[src/hw/amcr_pkg.sv]
/*
  Package for the converter miscellaneous configuration register bank.
  Holds register offsets, field positions, reset values and carrier types.
  Assumes an 8-bit register port with byte addresses, as the serial port
  presents it after decoding.
*/
// Overview of operation
// - Read-only 24-bit sync edge position, resets zero.
// - Four-bit delay select chooses capture delay.
// - Sixteen-bit full-scale trim, reset 0xA000, all channels.
// - Power profile resets 0x4B; 0x46 low power.
// - Timestamp control bit zero enables input receiver.
// - Reference output driven only with both enables.
// - Reference output enable bit resets to one.
package amcr_pkg;

  // ==========================================================================
  // Byte addresses of the registers.
  // ==========================================================================
  localparam logic [7:0] AMCR_SEL_ADDR = 8'h29;
  localparam logic [7:0] AMCR_POS_ADDR0 = 8'h2C;
  localparam logic [7:0] AMCR_POS_ADDR1 = 8'h2D;
  localparam logic [7:0] AMCR_POS_ADDR2 = 8'h2E;
  localparam logic [7:0] AMCR_FS_ADDR0 = 8'h30;
  localparam logic [7:0] AMCR_FS_ADDR1 = 8'h31;
  localparam logic [7:0] AMCR_PWR_ADDR = 8'h37;
  localparam logic [7:0] AMCR_TS_ADDR = 8'h3B;
  localparam logic [7:0] AMCR_REFO_ADDR = 8'h3C;

  // ==========================================================================
  // Field positions and reset values.
  // ==========================================================================
  localparam int AMCR_SEL_W = 4;
  localparam int AMCR_TS_EN_BIT = 0;
  localparam int AMCR_TS_PECL_BIT = 1;
  localparam int AMCR_REFO_EN_BIT = 0;
  localparam logic [23:0] AMCR_POS_RST = 24'h000000;
  localparam logic [15:0] AMCR_FS_RST = 16'hA000;
  localparam logic [7:0] AMCR_PWR_RST = 8'h4B;
  localparam logic [7:0] AMCR_PWR_LOW = 8'h46;
  localparam logic [7:0] AMCR_TS_RST = 8'h00;
  localparam logic [7:0] AMCR_REFO_RST = 8'h01;
  localparam logic [3:0] AMCR_SEL_RST = 4'h0;

  // ==========================================================================
  // Carrier types.
  // ==========================================================================
  typedef struct packed {
    logic wr;
    logic rd;
    logic [7:0] addr;
    logic [7:0] wdata;
  } amcr_req_t;

  typedef struct packed {
    logic [3:0] sync_delay_select;
    logic [15:0] full_scale_trim;
    logic [7:0] power_profile_code;
    logic low_power_mode;
    logic timestamp_input_enable;
    logic timestamp_input_pecl_mode;
    logic ref_clock_output;
  } amcr_ctl_t;

endpackage : amcr_pkg

[src/hw/amcr_regs.sv]
/*
  Register bank for sync position status, full-scale trim, power profile,
  timestamp input control and reference clock output control.
  Assumes the serial port front end hands over one decoded byte access per
  strobe, synchronous to clk_sys, and that position capture comes from the
  sync edge detector as a 24-bit word with a one-cycle strobe.
*/
`timescale 1ns/1ps
`default_nettype none
module amcr_regs
(
  // Clock and reset.
  input wire logic clk_sys,
  input wire logic rstn,
  // Register access port.
  input wire amcr_pkg::amcr_req_t req,
  output var logic [7:0] rdata,
  output var logic rvalid,
  // Edge position capture.
  input wire logic pos_capture,
  input wire logic [23:0] pos_value,
  // Synthesizer state.
  input wire logic synth_enable,
  // Control outputs.
  output var amcr_pkg::amcr_ctl_t ctl
);
  import amcr_pkg::*;

  // ==========================================================================
  // Storage.
  // ==========================================================================
  logic [23:0] sync_edge_position;
  logic [15:0] full_scale_trim;
  logic [7:0] power_profile_one;
  logic [7:0] timestamp_input_control;
  logic [7:0] ref_clock_output_control;
  logic [AMCR_SEL_W-1:0] sync_delay_select;

  wire wr_sel = req.wr && req.addr == AMCR_SEL_ADDR;
  wire wr_fs0 = req.wr && req.addr == AMCR_FS_ADDR0;
  wire wr_fs1 = req.wr && req.addr == AMCR_FS_ADDR1;
  wire wr_pwr = req.wr && req.addr == AMCR_PWR_ADDR;
  wire wr_ts = req.wr && req.addr == AMCR_TS_ADDR;
  wire wr_refo = req.wr && req.addr == AMCR_REFO_ADDR;

  // ==========================================================================
  // Read selection. Unmapped addresses read as zero.
  // ==========================================================================
  logic [7:0] next_rdata;
  always_comb
  begin
    case (req.addr)
      AMCR_SEL_ADDR: next_rdata = {4'h0, sync_delay_select};
      AMCR_POS_ADDR0: next_rdata = sync_edge_position[7:0];
      AMCR_POS_ADDR1: next_rdata = sync_edge_position[15:8];
      AMCR_POS_ADDR2: next_rdata = sync_edge_position[23:16];
      AMCR_FS_ADDR0: next_rdata = full_scale_trim[7:0];
      AMCR_FS_ADDR1: next_rdata = full_scale_trim[15:8];
      AMCR_PWR_ADDR: next_rdata = power_profile_one;
      AMCR_TS_ADDR: next_rdata = timestamp_input_control;
      AMCR_REFO_ADDR: next_rdata = ref_clock_output_control;
      default: next_rdata = 8'h00;
    endcase
  end

  // ==========================================================================
  // Registers.
  // ==========================================================================
  always_ff @(posedge clk_sys)
  begin
    if (!rstn)
    begin
      sync_edge_position <= AMCR_POS_RST;
      full_scale_trim <= AMCR_FS_RST;
      power_profile_one <= AMCR_PWR_RST;
      timestamp_input_control <= AMCR_TS_RST;
      ref_clock_output_control <= AMCR_REFO_RST;
      sync_delay_select <= AMCR_SEL_RST;
      rdata <= 8'h00;
      rvalid <= 1'b0;
    end
    else
    begin
      if (pos_capture)
        sync_edge_position <= pos_value;
      if (wr_sel)
        sync_delay_select <= req.wdata[AMCR_SEL_W-1:0];
      if (wr_fs0)
        full_scale_trim[7:0] <= req.wdata;
      if (wr_fs1)
        full_scale_trim[15:8] <= req.wdata;
      if (wr_pwr)
        power_profile_one <= req.wdata;
      // Reserved bits store what is written, so the host reads back its own
      // value; keeping them at reset is the host's duty.
      if (wr_ts)
        timestamp_input_control <= req.wdata;
      if (wr_refo)
        ref_clock_output_control <= req.wdata;
      rdata <= req.rd ? next_rdata : 8'h00;
      rvalid <= req.rd;
    end
  end

  // ==========================================================================
  // Control outputs, registered.
  // ==========================================================================
  amcr_ctl_t next_ctl;
  always_comb
  begin
    next_ctl.sync_delay_select = sync_delay_select;
    next_ctl.full_scale_trim = full_scale_trim;
    next_ctl.power_profile_code = power_profile_one;
    next_ctl.low_power_mode = power_profile_one == AMCR_PWR_LOW;
    next_ctl.timestamp_input_enable =
      timestamp_input_control[AMCR_TS_EN_BIT];
    next_ctl.timestamp_input_pecl_mode =
      timestamp_input_control[AMCR_TS_PECL_BIT];
    next_ctl.ref_clock_output =
      ref_clock_output_control[AMCR_REFO_EN_BIT] && synth_enable;
  end

  always_ff @(posedge clk_sys)
  begin
    if (!rstn)
      ctl <= '0;
    else
      ctl <= next_ctl;
  end

  // ==========================================================================
  // Checks.
  // ==========================================================================
  property p_refo;
    @(posedge clk_sys) disable iff (!rstn)
    ctl.ref_clock_output |-> $past(synth_enable) &&
      $past(ref_clock_output_control[AMCR_REFO_EN_BIT]);
  endproperty
  a_refo: assert property (p_refo) else $error("ref out no enable");

  property p_pos_ro;
    @(posedge clk_sys) disable iff (!rstn)
    !pos_capture |=> $stable(sync_edge_position);
  endproperty
  a_pos_ro: assert property (p_pos_ro) else $error("position moved");

  property p_pos_cap;
    @(posedge clk_sys) disable iff (!rstn)
    pos_capture |=> sync_edge_position == $past(pos_value);
  endproperty
  a_pos_cap: assert property (p_pos_cap) else $error("capture lost");

  property p_fs;
    @(posedge clk_sys) disable iff (!rstn)
    wr_fs1 |=> ##1 ctl.full_scale_trim[15:8] == $past(req.wdata, 2);
  endproperty
  a_fs: assert property (p_fs) else $error("trim not applied");

  property p_sel;
    @(posedge clk_sys) disable iff (!rstn)
    wr_sel |=> ##1 ctl.sync_delay_select == $past(req.wdata[3:0], 2);
  endproperty
  a_sel: assert property (p_sel) else $error("select not applied");

  property p_ts;
    @(posedge clk_sys) disable iff (!rstn)
    wr_ts |=> ##1 ctl.timestamp_input_enable == $past(req.wdata[0], 2);
  endproperty
  a_ts: assert property (p_ts) else $error("timestamp enable wrong");

  property p_low;
    @(posedge clk_sys) disable iff (!rstn)
    wr_pwr && req.wdata == AMCR_PWR_LOW |=> ##1 ctl.low_power_mode;
  endproperty
  a_low: assert property (p_low) else $error("low power not set");

  property p_rst;
    @(posedge clk_sys)
    !rstn |=> full_scale_trim == AMCR_FS_RST &&
      ref_clock_output_control == AMCR_REFO_RST &&
      power_profile_one == AMCR_PWR_RST;
  endproperty
  a_rst: assert property (p_rst) else $error("reset values wrong");

  property p_rd;
    @(posedge clk_sys) disable iff (!rstn)
    req.rd && req.addr == AMCR_PWR_ADDR && !wr_pwr |=>
      rvalid && rdata == power_profile_one;
  endproperty
  a_rd: assert property (p_rd) else $error("read data wrong");

  property p_refo_off;
    @(posedge clk_sys) disable iff (!rstn)
    !synth_enable |=> !ctl.ref_clock_output;
  endproperty
  a_refo_off: assert property (p_refo_off) else $error("ref out on");

  property p_pecl;
    @(posedge clk_sys) disable iff (!rstn)
    wr_ts |=> ##1 ctl.timestamp_input_pecl_mode == $past(req.wdata[1], 2);
  endproperty
  a_pecl: assert property (p_pecl) else $error("pecl mode wrong");

  // Read data must stay quiet between answers, so a stale byte is never
  // mistaken for an answer by a port that ignores the valid flag.
  property p_idle;
    @(posedge clk_sys) disable iff (!rstn)
    !rvalid |-> rdata == 8'h00;
  endproperty
  a_idle: assert property (p_idle) else $error("read data not idle");

  c_cap: cover property (@(posedge clk_sys) disable iff (!rstn) pos_capture);
  c_refo: cover property (@(posedge clk_sys) disable iff (!rstn)
    ctl.ref_clock_output);
  c_low: cover property (@(posedge clk_sys) disable iff (!rstn)
    ctl.low_power_mode);
  c_rd: cover property (@(posedge clk_sys) disable iff (!rstn) rvalid);
  c_pos_wr: cover property (@(posedge clk_sys) disable iff (!rstn)
    req.wr && req.addr == AMCR_POS_ADDR1);

endmodule : amcr_regs
`default_nettype wire

[config.mk]
export PLATFORM = sky130hd
export DESIGN_NAME = amcr_regs
export DESIGN_NICKNAME = d
export VERILOG_FILES = /design/src/hw/amcr_pkg.sv /design/src/hw/amcr_regs.sv
export SDC_FILE = /design/constraint.sdc
export NUM_CORES = 1
export LEC_CHECK = 0
export ABC_AREA = 1
export ABC_CLOCK_PERIOD_IN_PS = 1100
export BUFFER_PORTS_ARGS = -buffer_cell sky130_fd_sc_hd__buf_2
export CORE_MARGIN = 8
export CORE_UTILIZATION = 49
export DETAILED_ROUTE_END_ITERATION = 10
export GPL_ROUTABILITY_DRIVEN = 0
export PLACE_DENSITY = 0.76
export RECOVER_POWER = 25
export REMOVE_ABC_BUFFERS = 1
export SLEW_MARGIN = 20
export SYNTH_ARGS = -nofsm -noshare
export SYNTH_HDL_FRONTEND = slang
export SYNTH_SLANG_ARGS = --single-unit
[constraint.sdc]
create_clock -name clk_sys -period 1.1 [get_ports clk_sys]
set_clock_uncertainty 0.2 [all_clocks]
set_input_delay 0.055 -clock clk_sys [delete_from_list [all_inputs] [get_ports clk_sys]]
set_output_delay 0.055 -clock clk_sys [all_outputs]
set_load 0.03 [all_outputs]
# After elaboration in Yosys (flattened, before gate mapping)
# Cells that the tools add are included.
classes:
  order_cmp: 0
  n_addsub: 0
  n_eq_ne: 10
  n_bitwise: 0
  div_mod_pow: 0
  shifts: 0
  reduce_logical: 8
  muxes: 1
  mul: 0
op_table:
  columns: ["operator", "n"]
  rows:
  - ["== test 8 x 6 -> 1 bit, second input constant", 9]
  - ["one-hot mux 8 bit (9 select lines)", 1]
  - ["== test 8 x 7 -> 1 bit, second input constant", 1]
  - ["logical AND 1 bit", 7]
  - ["AND reduction 2 bit", 1]
totals:
  rom_bits: 0
  mem_count: 0
  wordCells: 35
  reg_bits: 109
  out_inout_bits: 41
  input_bits: 46
  mem_bits_rw: 0
  latchBits: 0

# Depth between registers and ports, before layout
# Gate-level depths: netlist of run 1.
depth:
  depth_word: 2
  mapped_depth: 11
  mapped_depth_nobuf: 9

# Least setup slack after synthesis of run 1
# No wires, ideal clock.
synth_path:
  path_type: "input-to-reg"
  startpoint: "in req[14] (netlist bit)"
  endpoint: "reg timestamp_input_control[5]"
  cell_stages: 8
  arrival_time_ps: 889
  t_required_ps: 781
  path_slack_ps: -109
  path_buffers: 2
  setup_time_ps: 119
  path_cell_list: "inv_2 nand2_2 nor2_4 buf_12 nand3_2 buf_2 o21ai_1 a21oi_1"
synth_via:
  elab_chain_cells: 2
synth_lines:
  columns: ["element", "line", "text"]
  rows:
  - ["from (decl)", "amcr_regs.sv:16", "input wire amcr_pkg::amcr_req_t req,"]
  - ["== test 8 x 6 -> 1 bit", "amcr_regs.sv:43", "wire wr_ts = req.wr && req.addr == AMCR_TS_ADDR;"]
  - ["logical AND 1 bit", "amcr_regs.sv:43", null]
  - ["to (signal assigned)", "amcr_regs.sv:97", "timestamp_input_control <= req.wdata;"]
  - ["to (decl)", "amcr_regs.sv:35", "logic [7:0] timestamp_input_control;"]
# No other way between the ends.
# A chain may end at the register's enable or synchronous reset.

# Worst setup path in the final report of run 1
layout_path:
  startpoint: "reg rdata[0]"
  endpoint: "out rdata[0]"
layout_rtl:
  columns: ["element", "line", "text"]
  rows:
  - ["from (decl)", "amcr_regs.sv:17", "output var logic [7:0] rdata,"]
  - ["from (signal assigned)", "amcr_regs.sv:100", "rdata <= req.rd ? next_rdata : 8'h00;"]
# No word-level cell between the ends.

==> impl_metrics.py, run 1 <==
metrics = {
    "run_status": {
        "status": "finished with violations",
        "failed_checks": "hold timing, setup timing",
    },
    "yosys": {
        "synth_edf_count": 0,
        "yosysSeqAreaShare": 0.5027,
        "yosys.area.top_type_share": 0.5027,
        "synth-compound-area-share": 0.1208,
        "synth_top_family_by_area": "simple AND/OR/NAND/NOR gates",
        "synthArstFlopShare": 0,
        "synth.area.top_cells": "dfxtp_1, nand2_1, nand3_1, nor2_1, o21ai_0",
        "synthTopCellsByCount": "dfxtp_1, nand2_1, nor2_1, inv_1, nand3_1",
        "syn_area_um2": 4340,
        "synth_xor_area_frac": 0,
        "postSynthCellCount": 571,
        "synth_fa_ha_area_frac": 0,
        "synth.most_common_cell": "dfxtp_1",
        "ys_types": 27,
        "synth.avg_cell_area_um2": 7.601,
        "synth_ff_type": "dfxtp_1",
        "synthMuxAreaShare": 0,
        "synthSimpleGateAreaFrac": 0.2788,
        "ys_warn_count": 0,
        "synth_top_area_cell": "dfxtp_1",
        "ys_ff_latch": 109,
    },
    "global_route": {
        "grt_max_degree": 28,
        "use_met2": 0.3515,
        "use_met3": 0.04535,
        "grt_first_pass_wirelength_mm": 19.58,
        "grt_usage": 0.2047,
        "grt-ovfl-total": 0,
        "grt_util_met1": 0.2400,
        "grt_antenna_before_repair": 0,
        "grt_pass1_vias": 4110,
        "top_usage_layer": "met2",
    },
    "worst_setup_path": {
        "path_max_fanout": 1,
        "slowest_delay_ns": 0.39,
        "cp_cell_sequence": "buf_6",
        "startpoint_type": "flop",
        "r2r_start": "full_scale_trim[15]",
        "path_buf_inv": 1,
        "worst_ep_required_time_ns": 0.84,
        "path_class": "flop to primary output",
        "endpoint_kind": "primary output",
        "r2r_end": "rdata[7]",
        "cp-startpoint": "rdata[0]",
        "timing.reg2reg.setup_slack_ns": 0.01,
        "critical_path.top_delay_family": "flip-flops",
        "cp.arrival_ns": 0.90,
        "reg2reg_depth": 4,
        "cpMaxStageDelayCell": "dfxtp_2",
    },
    "routing": {
        "vias_per_cell": 5.115,
        "first_pass_iters": 5,
        "wl_per_cell_um": 15.12,
        "drc": 0,
        "vias": 4297,
        "drt_wl_total_mm": 12.70,
        "ant_nets": 0,
        "drt_first_iter_violations": 317,
    },
    "hold_path": {
        "hold_path_end": "ctl[13]",
        "min_path_type": "input port to flop",
        "hp-start": "rstn",
        "holdPathStages": 3,
    },
    "clock_network": {
        "clk_latency_ns": 0.37,
        "tritoncts": "built",
        "clock-root-buffer": "clkbuf_8",
        "cts_buffer_depth": 2,
        "cts_sinks": 109,
        "htree_levels": 3,
        "cts_buffers": 9,
        "clkTransAtPathRegs_ns": 0.10,
    },
    "sta": {
        "worstMarginPinSlew_ns": 0.3182,
        "post-route-period-util": 1.053,
        "hold_viol": 40,
        "setup_ws_ns": -0.05827,
        "holdWs_ns": -0.1456,
        "setup_violations": 11,
        "slew_violations": 0,
        "grt_setup_unrepaired": "yes",
        "fin_crit_ns": 1.158,
        "max_freq_mhz": 863.4,
        "max-slew-margin-rel": 0.7879,
    },
    "pwr": {
        "finalPower_w": 0.007259,
        "p_per_area_nw_per_um2": 1161,
        "p_leak_nw": 2.941,
        "worst_ir_drop_vdd_mv": 0.7452,
    },
    "placed_design": {
        "pre_cts_slack_ns": -0.3973,
        "dp_hpwl_mm": 8.482,
        "place_inst": 781,
        "portBuffers": 86,
    },
    "layout": {
        "area_growth_pct": 44.08,
        "stdcell_count": 840,
        "fin_nets": 773,
        "drive_gt1_frac": 0.3620,
        "diodes": 0,
    },
    "die": {
        "core_um2": 8636,
        "die-area_um2": 12130,
        "start_util": 0.5026,
        "die_x_um": 110.1,
        "io-pin-count": 87,
        "row_count": 34,
        "die_h_um": 110.1,
    },
    "flow_run": {
        "maxCapViolCount": 0,
    },
}
## kinds of logic (layout without fill, tap and decap cells)
group	after synthesis	in the layout
flops	109	109
compound gates	102	102
buf+inv	96	257
simple gates	264	264
## worst register-to-register path: cells and delay by family (launching register included)
| family | cells | cell delay (ns) |
|---|---|---|
| AND/OR/NAND/NOR | 2 | 0.26 |
| flip-flops | 1 | 0.35 |
| AO/OA/AOI/OAI | 2 | 0.16 |
## cell type report
type	count	area [µm²]
well taps	108	135.1
clock inverters	7	75.07
clock buffers	9	123.9
fillers	611	2382
multi-input cells	366	1856
inverters	73	281.5
flip-flops and latches	109	2253
repair buffers	168	1529
## metrics by stage
stage	setup TNS, ns	util	hold WS (ns)	instance area [µm²]
2_1_floorplan	-21.65	-	-0.06090	4192
3_3_place_gp	-13.55	0.5920	0.07502	5112
3_5_place_dp	-15.73	0.5920	0.08206	5112
4_1_cts	-0.1774	0.6901	-0.1807	5959
5_1_grt	-0.8669	0.7241	-0.1336	6254
6_report	-0.1756	0.7241	-0.1456	6254
## registers in the layout, indices dropped and copies added (netlist names)
| signal | flops |
|---|---|
| ctl | 32 |
| full_scale_trim | 16 |
| power_profile_one | 8 |
| rdata | 8 |
| ref_clock_output_control | 8 |
| rvalid | 1 |
| sync_delay_select | 4 |
| sync_edge_position | 24 |
| timestamp_input_control | 8 |
## power breakdown
| part | switching (W) | total (W) | internal, W |
|---|---|---|---|
| clock | 0.00139 | 0.00245 | 0.00107 |
| sequential | 0.0000450 | 0.00407 | 0.00403 |
| combinational | 0.000392 | 0.000730 | 0.000338 |
## worst max path at each step
stage	endpoint	slack, ns	cells past startpoint
global route	rdata[3]	-0.06	1
global placement	power_profile_one[2]	-0.33	9
detailed placement	full_scale_trim[9]	-0.40	9
CTS	rdata[3]	-0.05	1
finish	rdata[0]	-0.06	1
floorplan	timestamp_input_control[0]	-0.61	6
## layer usage
layer | part of all wire | vias up
li1 | - | 2122
met1 | 0.39 | 1964
met2 | 0.51 | 178
met3 | 0.074 | 33
met4 | 0.028 | 0
met5 | 0 | -
## cell usage in the layout, fill, tap and decap left out, drive strengths merged, types with 6 or more instances in the layout
cell,Yosys,final
a21oi,40,40
buf,12,130
clkbuf,11,12
clkinv,3,6
dfxtp,109,109
dlygate4sd3,0,35
inv,70,73
nand2,108,108
nand3,67,67
nor2,87,87
o21ai,61,61
## what timing repair did
item,4_1_cts,5_1_grt
cloned,0,3
resized for setup,115,76
setup endpoints to repair,41,94
buffers inserted,0,6
hold buffers,35,1
pin swaps,0,22
endpoints found under the hold margin,84,24
Power figures use the tool's default switching activity.
==> run 2: changes to the inputs <==
--- a/config.mk
+++ b/config.mk
@@ -9,10 +9,11 @@
 export ABC_CLOCK_PERIOD_IN_PS = 1100
 export BUFFER_PORTS_ARGS = -buffer_cell sky130_fd_sc_hd__buf_2
 export CORE_MARGIN = 8
-export CORE_UTILIZATION = 49
+export CORE_UTILIZATION = 30
 export DETAILED_ROUTE_END_ITERATION = 10
 export GPL_ROUTABILITY_DRIVEN = 0
-export PLACE_DENSITY = 0.76
+export GPL_TIMING_DRIVEN = 0
+export PLACE_DENSITY = 0.51
 export RECOVER_POWER = 25
 export REMOVE_ABC_BUFFERS = 1
 export SLEW_MARGIN = 20
==> run 2 against run 1 <==
Net effect: the run still ends with hold timing, setup timing left; fmax grew 1.8%; largest power group unchanged; cell count increased by 8.2%; wire length up 2.8%; critical path depth grew 9; sequential share of layout area down 0.96 points.
==> impl_metrics.py, run 2 (synthesis results as in run 1) <==
metrics = {
    "clock_network": {
        "clk_latency_ns": 0.35,
        "clock-root-buffer": "clkbuf_16",
        "cts_buffer_depth": 2,
        "htree_levels": 3,
        "clkTransAtPathRegs_ns": 0.07,
        "cts_buffers": 9,
        "tritoncts": "built",
        "cts_sinks": 109,
        "ctsHoldBuffers": 33,
    },
    "routing": {
        "wl_per_cell_um": 14.37,
        "first_pass_iters": 5,
        "vias_per_cell": 4.590,
        "drt_wl_total_mm": 13.06,
        "vias": 4172,
        "drt_first_iter_violations": 294,
        "drc": 0,
        "ant_nets": 0,
    },
    "layout": {
        "layout_common_cells": "dfxtp_1, nand2_1, nor2_1",
        "reg_top3": "ctl x32, sync_edge_position x24, full_scale_trim x16",
        "drive_gt1_frac": 0.3172,
        "fin_nets": 766,
        "area_growth_pct": 44.48,
        "layout_commonest_cell": "dfxtp_1",
        "diodes": 0,
        "largest_reg_flops": 32,
        "final_cell_area_um2": 6271,
        "regMostFlops": "ctl",
    },
    "placed_design": {
        "dp_hpwl_mm": 8.277,
        "placed_area_um2": 4855,
        "pre_cts_slack_ns": -1.187,
        "portBuffers": 86,
    },
    "global_route": {
        "use_met3": 0.02993,
        "grt-ovfl-total": 0,
        "grt_antenna_before_repair": 0,
        "top_usage_layer": "met2",
        "use_met2": 0.2330,
        "grt_util_met1": 0.1713,
        "grt_first_pass_wirelength_mm": 20.44,
        "grt_pass1_vias": 4123,
        "grt_max_degree": 85,
        "grt_usage": 0.1397,
    },
    "worst_setup_path": {
        "r2r_start": "full_scale_trim[9]",
        "worst_ep_required_time_ns": 1.17,
        "timing.reg2reg.setup_slack_ns": 0,
        "path_class": "input port to flop",
        "cp.arrival_ns": 1.21,
        "path_max_fanout": 6,
        "startpoint_type": "input port",
        "endpoint_kind": "flop",
        "r2r_end": "rdata[1]",
        "reg2reg_depth": 6,
    },
    "die": {
        "die-area_um2": 18570,
        "start_util": 0.3032,
        "row_count": 44,
        "die_x_um": 136.3,
        "die_h_um": 136.3,
        "io-pin-count": 87,
        "core_um2": 14310,
    },
    "sta": {
        "max-slew-margin-rel": 0.6805,
        "max_freq_mhz": 878.8,
        "post-route-period-util": 1.035,
        "slew_violations": 0,
        "setup_violations": 6,
        "setup_ws_ns": -0.03797,
        "holdWs_ns": -0.1116,
        "fin_crit_ns": 1.138,
        "hold_viol": 60,
        "worstMarginPinSlew_ns": 0.4793,
        "finalSetupTns_ns": -0.09692,
        "grt_setup_unrepaired": "yes",
    },
    "hold_path": {
        "hp-start": "req[16]",
        "min_path_type": "input port to flop",
        "hold_path_end": "rdata[4]",
        "holdPathStages": 3,
    },
    "pwr": {
        "finalPower_w": 0.007870,
        "p_per_area_nw_per_um2": 1255,
        "worst_ir_drop_vdd_mv": 0.7409,
        "p_leak_nw": 2.910,
    },
    "flow_run": {
        "maxCapViolCount": 0,
    },
    "run_status": {
        "failed_checks": "hold timing, setup timing",
        "status": "finished with violations",
    },
}
## run 2: changes by cell type in the layout (fill, tap and decap cells not counted), sizes merged, moves of 2 or more
cell         previous run  this run
buf                   130       119
clkbuf                 12        15
nand3                  67        70
dlygate4sd3            35        33
inv                    73        71
nor2                   87        89
## run 2: cell type report
| type | count | area [µm²] |
|---|---|---|
| well taps | 184 | 230.2 |
| multi-input cells | 371 | 1957 |
| clock buffers | 13 | 270.3 |
| inverters | 73 | 296.5 |
| flip-flops and latches | 109 | 2200 |
| repair inverters | 2 | 13.76 |
| fillers | 1428 | 8043 |
| clock inverters | 3 | 18.77 |
| repair buffers | 154 | 1285 |
## run 2: how the worst max path moves through the flow
stage	start	end	slack [ns]	cells after the start
after floorplan	req[14]	timestamp_input_control[0]	-0.61	6
after CTS	req[15]	rdata[0]	-0.02	12
after global routing	req[14]	full_scale_trim[1]	-0.10	10
after global placement	rstn	full_scale_trim[13]	-1.64	4
final	req[14]	rdata[5]	-0.04	10
after detailed placement	req[14]	timestamp_input_control[3]	-1.19	7
## run 2: power by group
part | leakage (nW) | switching (W) | total [W] | internal [W]
sequential | 0.894 | 0.0000351 | 0.00406 | 0.00403
clock | 0.146 | 0.00140 | 0.00312 | 0.00172
combinational | 1.87 | 0.000398 | 0.000688 | 0.000290
## run 2: per-layer routing
metal | vias up | wire (µm)
met2 | 127 | 6357
li1 | 2133 | -
met3 | 26 | 668
met4 | 0 | 327
met5 | - | 0
met1 | 1886 | 5706
## run 2: what timing repair did
action | in CTS | in global routing
gates cloned | 5 | 2
setup buffers | 19 | 16
endpoints found under the setup margin | 112 | 79
gates resized for setup | 76 | 85
pin swaps | 14 | 26
endpoints found under the hold margin | 100 | 39
## run 2: per-stage QoR
step                      instances  utilization
after global placement          818       0.3390
final                           909       0.4381
after floorplan                 548            -
after detailed placement        818       0.3392
after CTS                       891       0.4108
after global routing            909       0.4381
## run 2: critical path: stages
cell     delay, ns
buf_2         0.10
inv_2         0.06
nand2_4       0.06
nor2_4        0.21
buf_6         0.18
buf_4         0.12
nand3_1       0.08
o21ai_2       0.07
nor2_1        0.08
a21oi_1       0.18
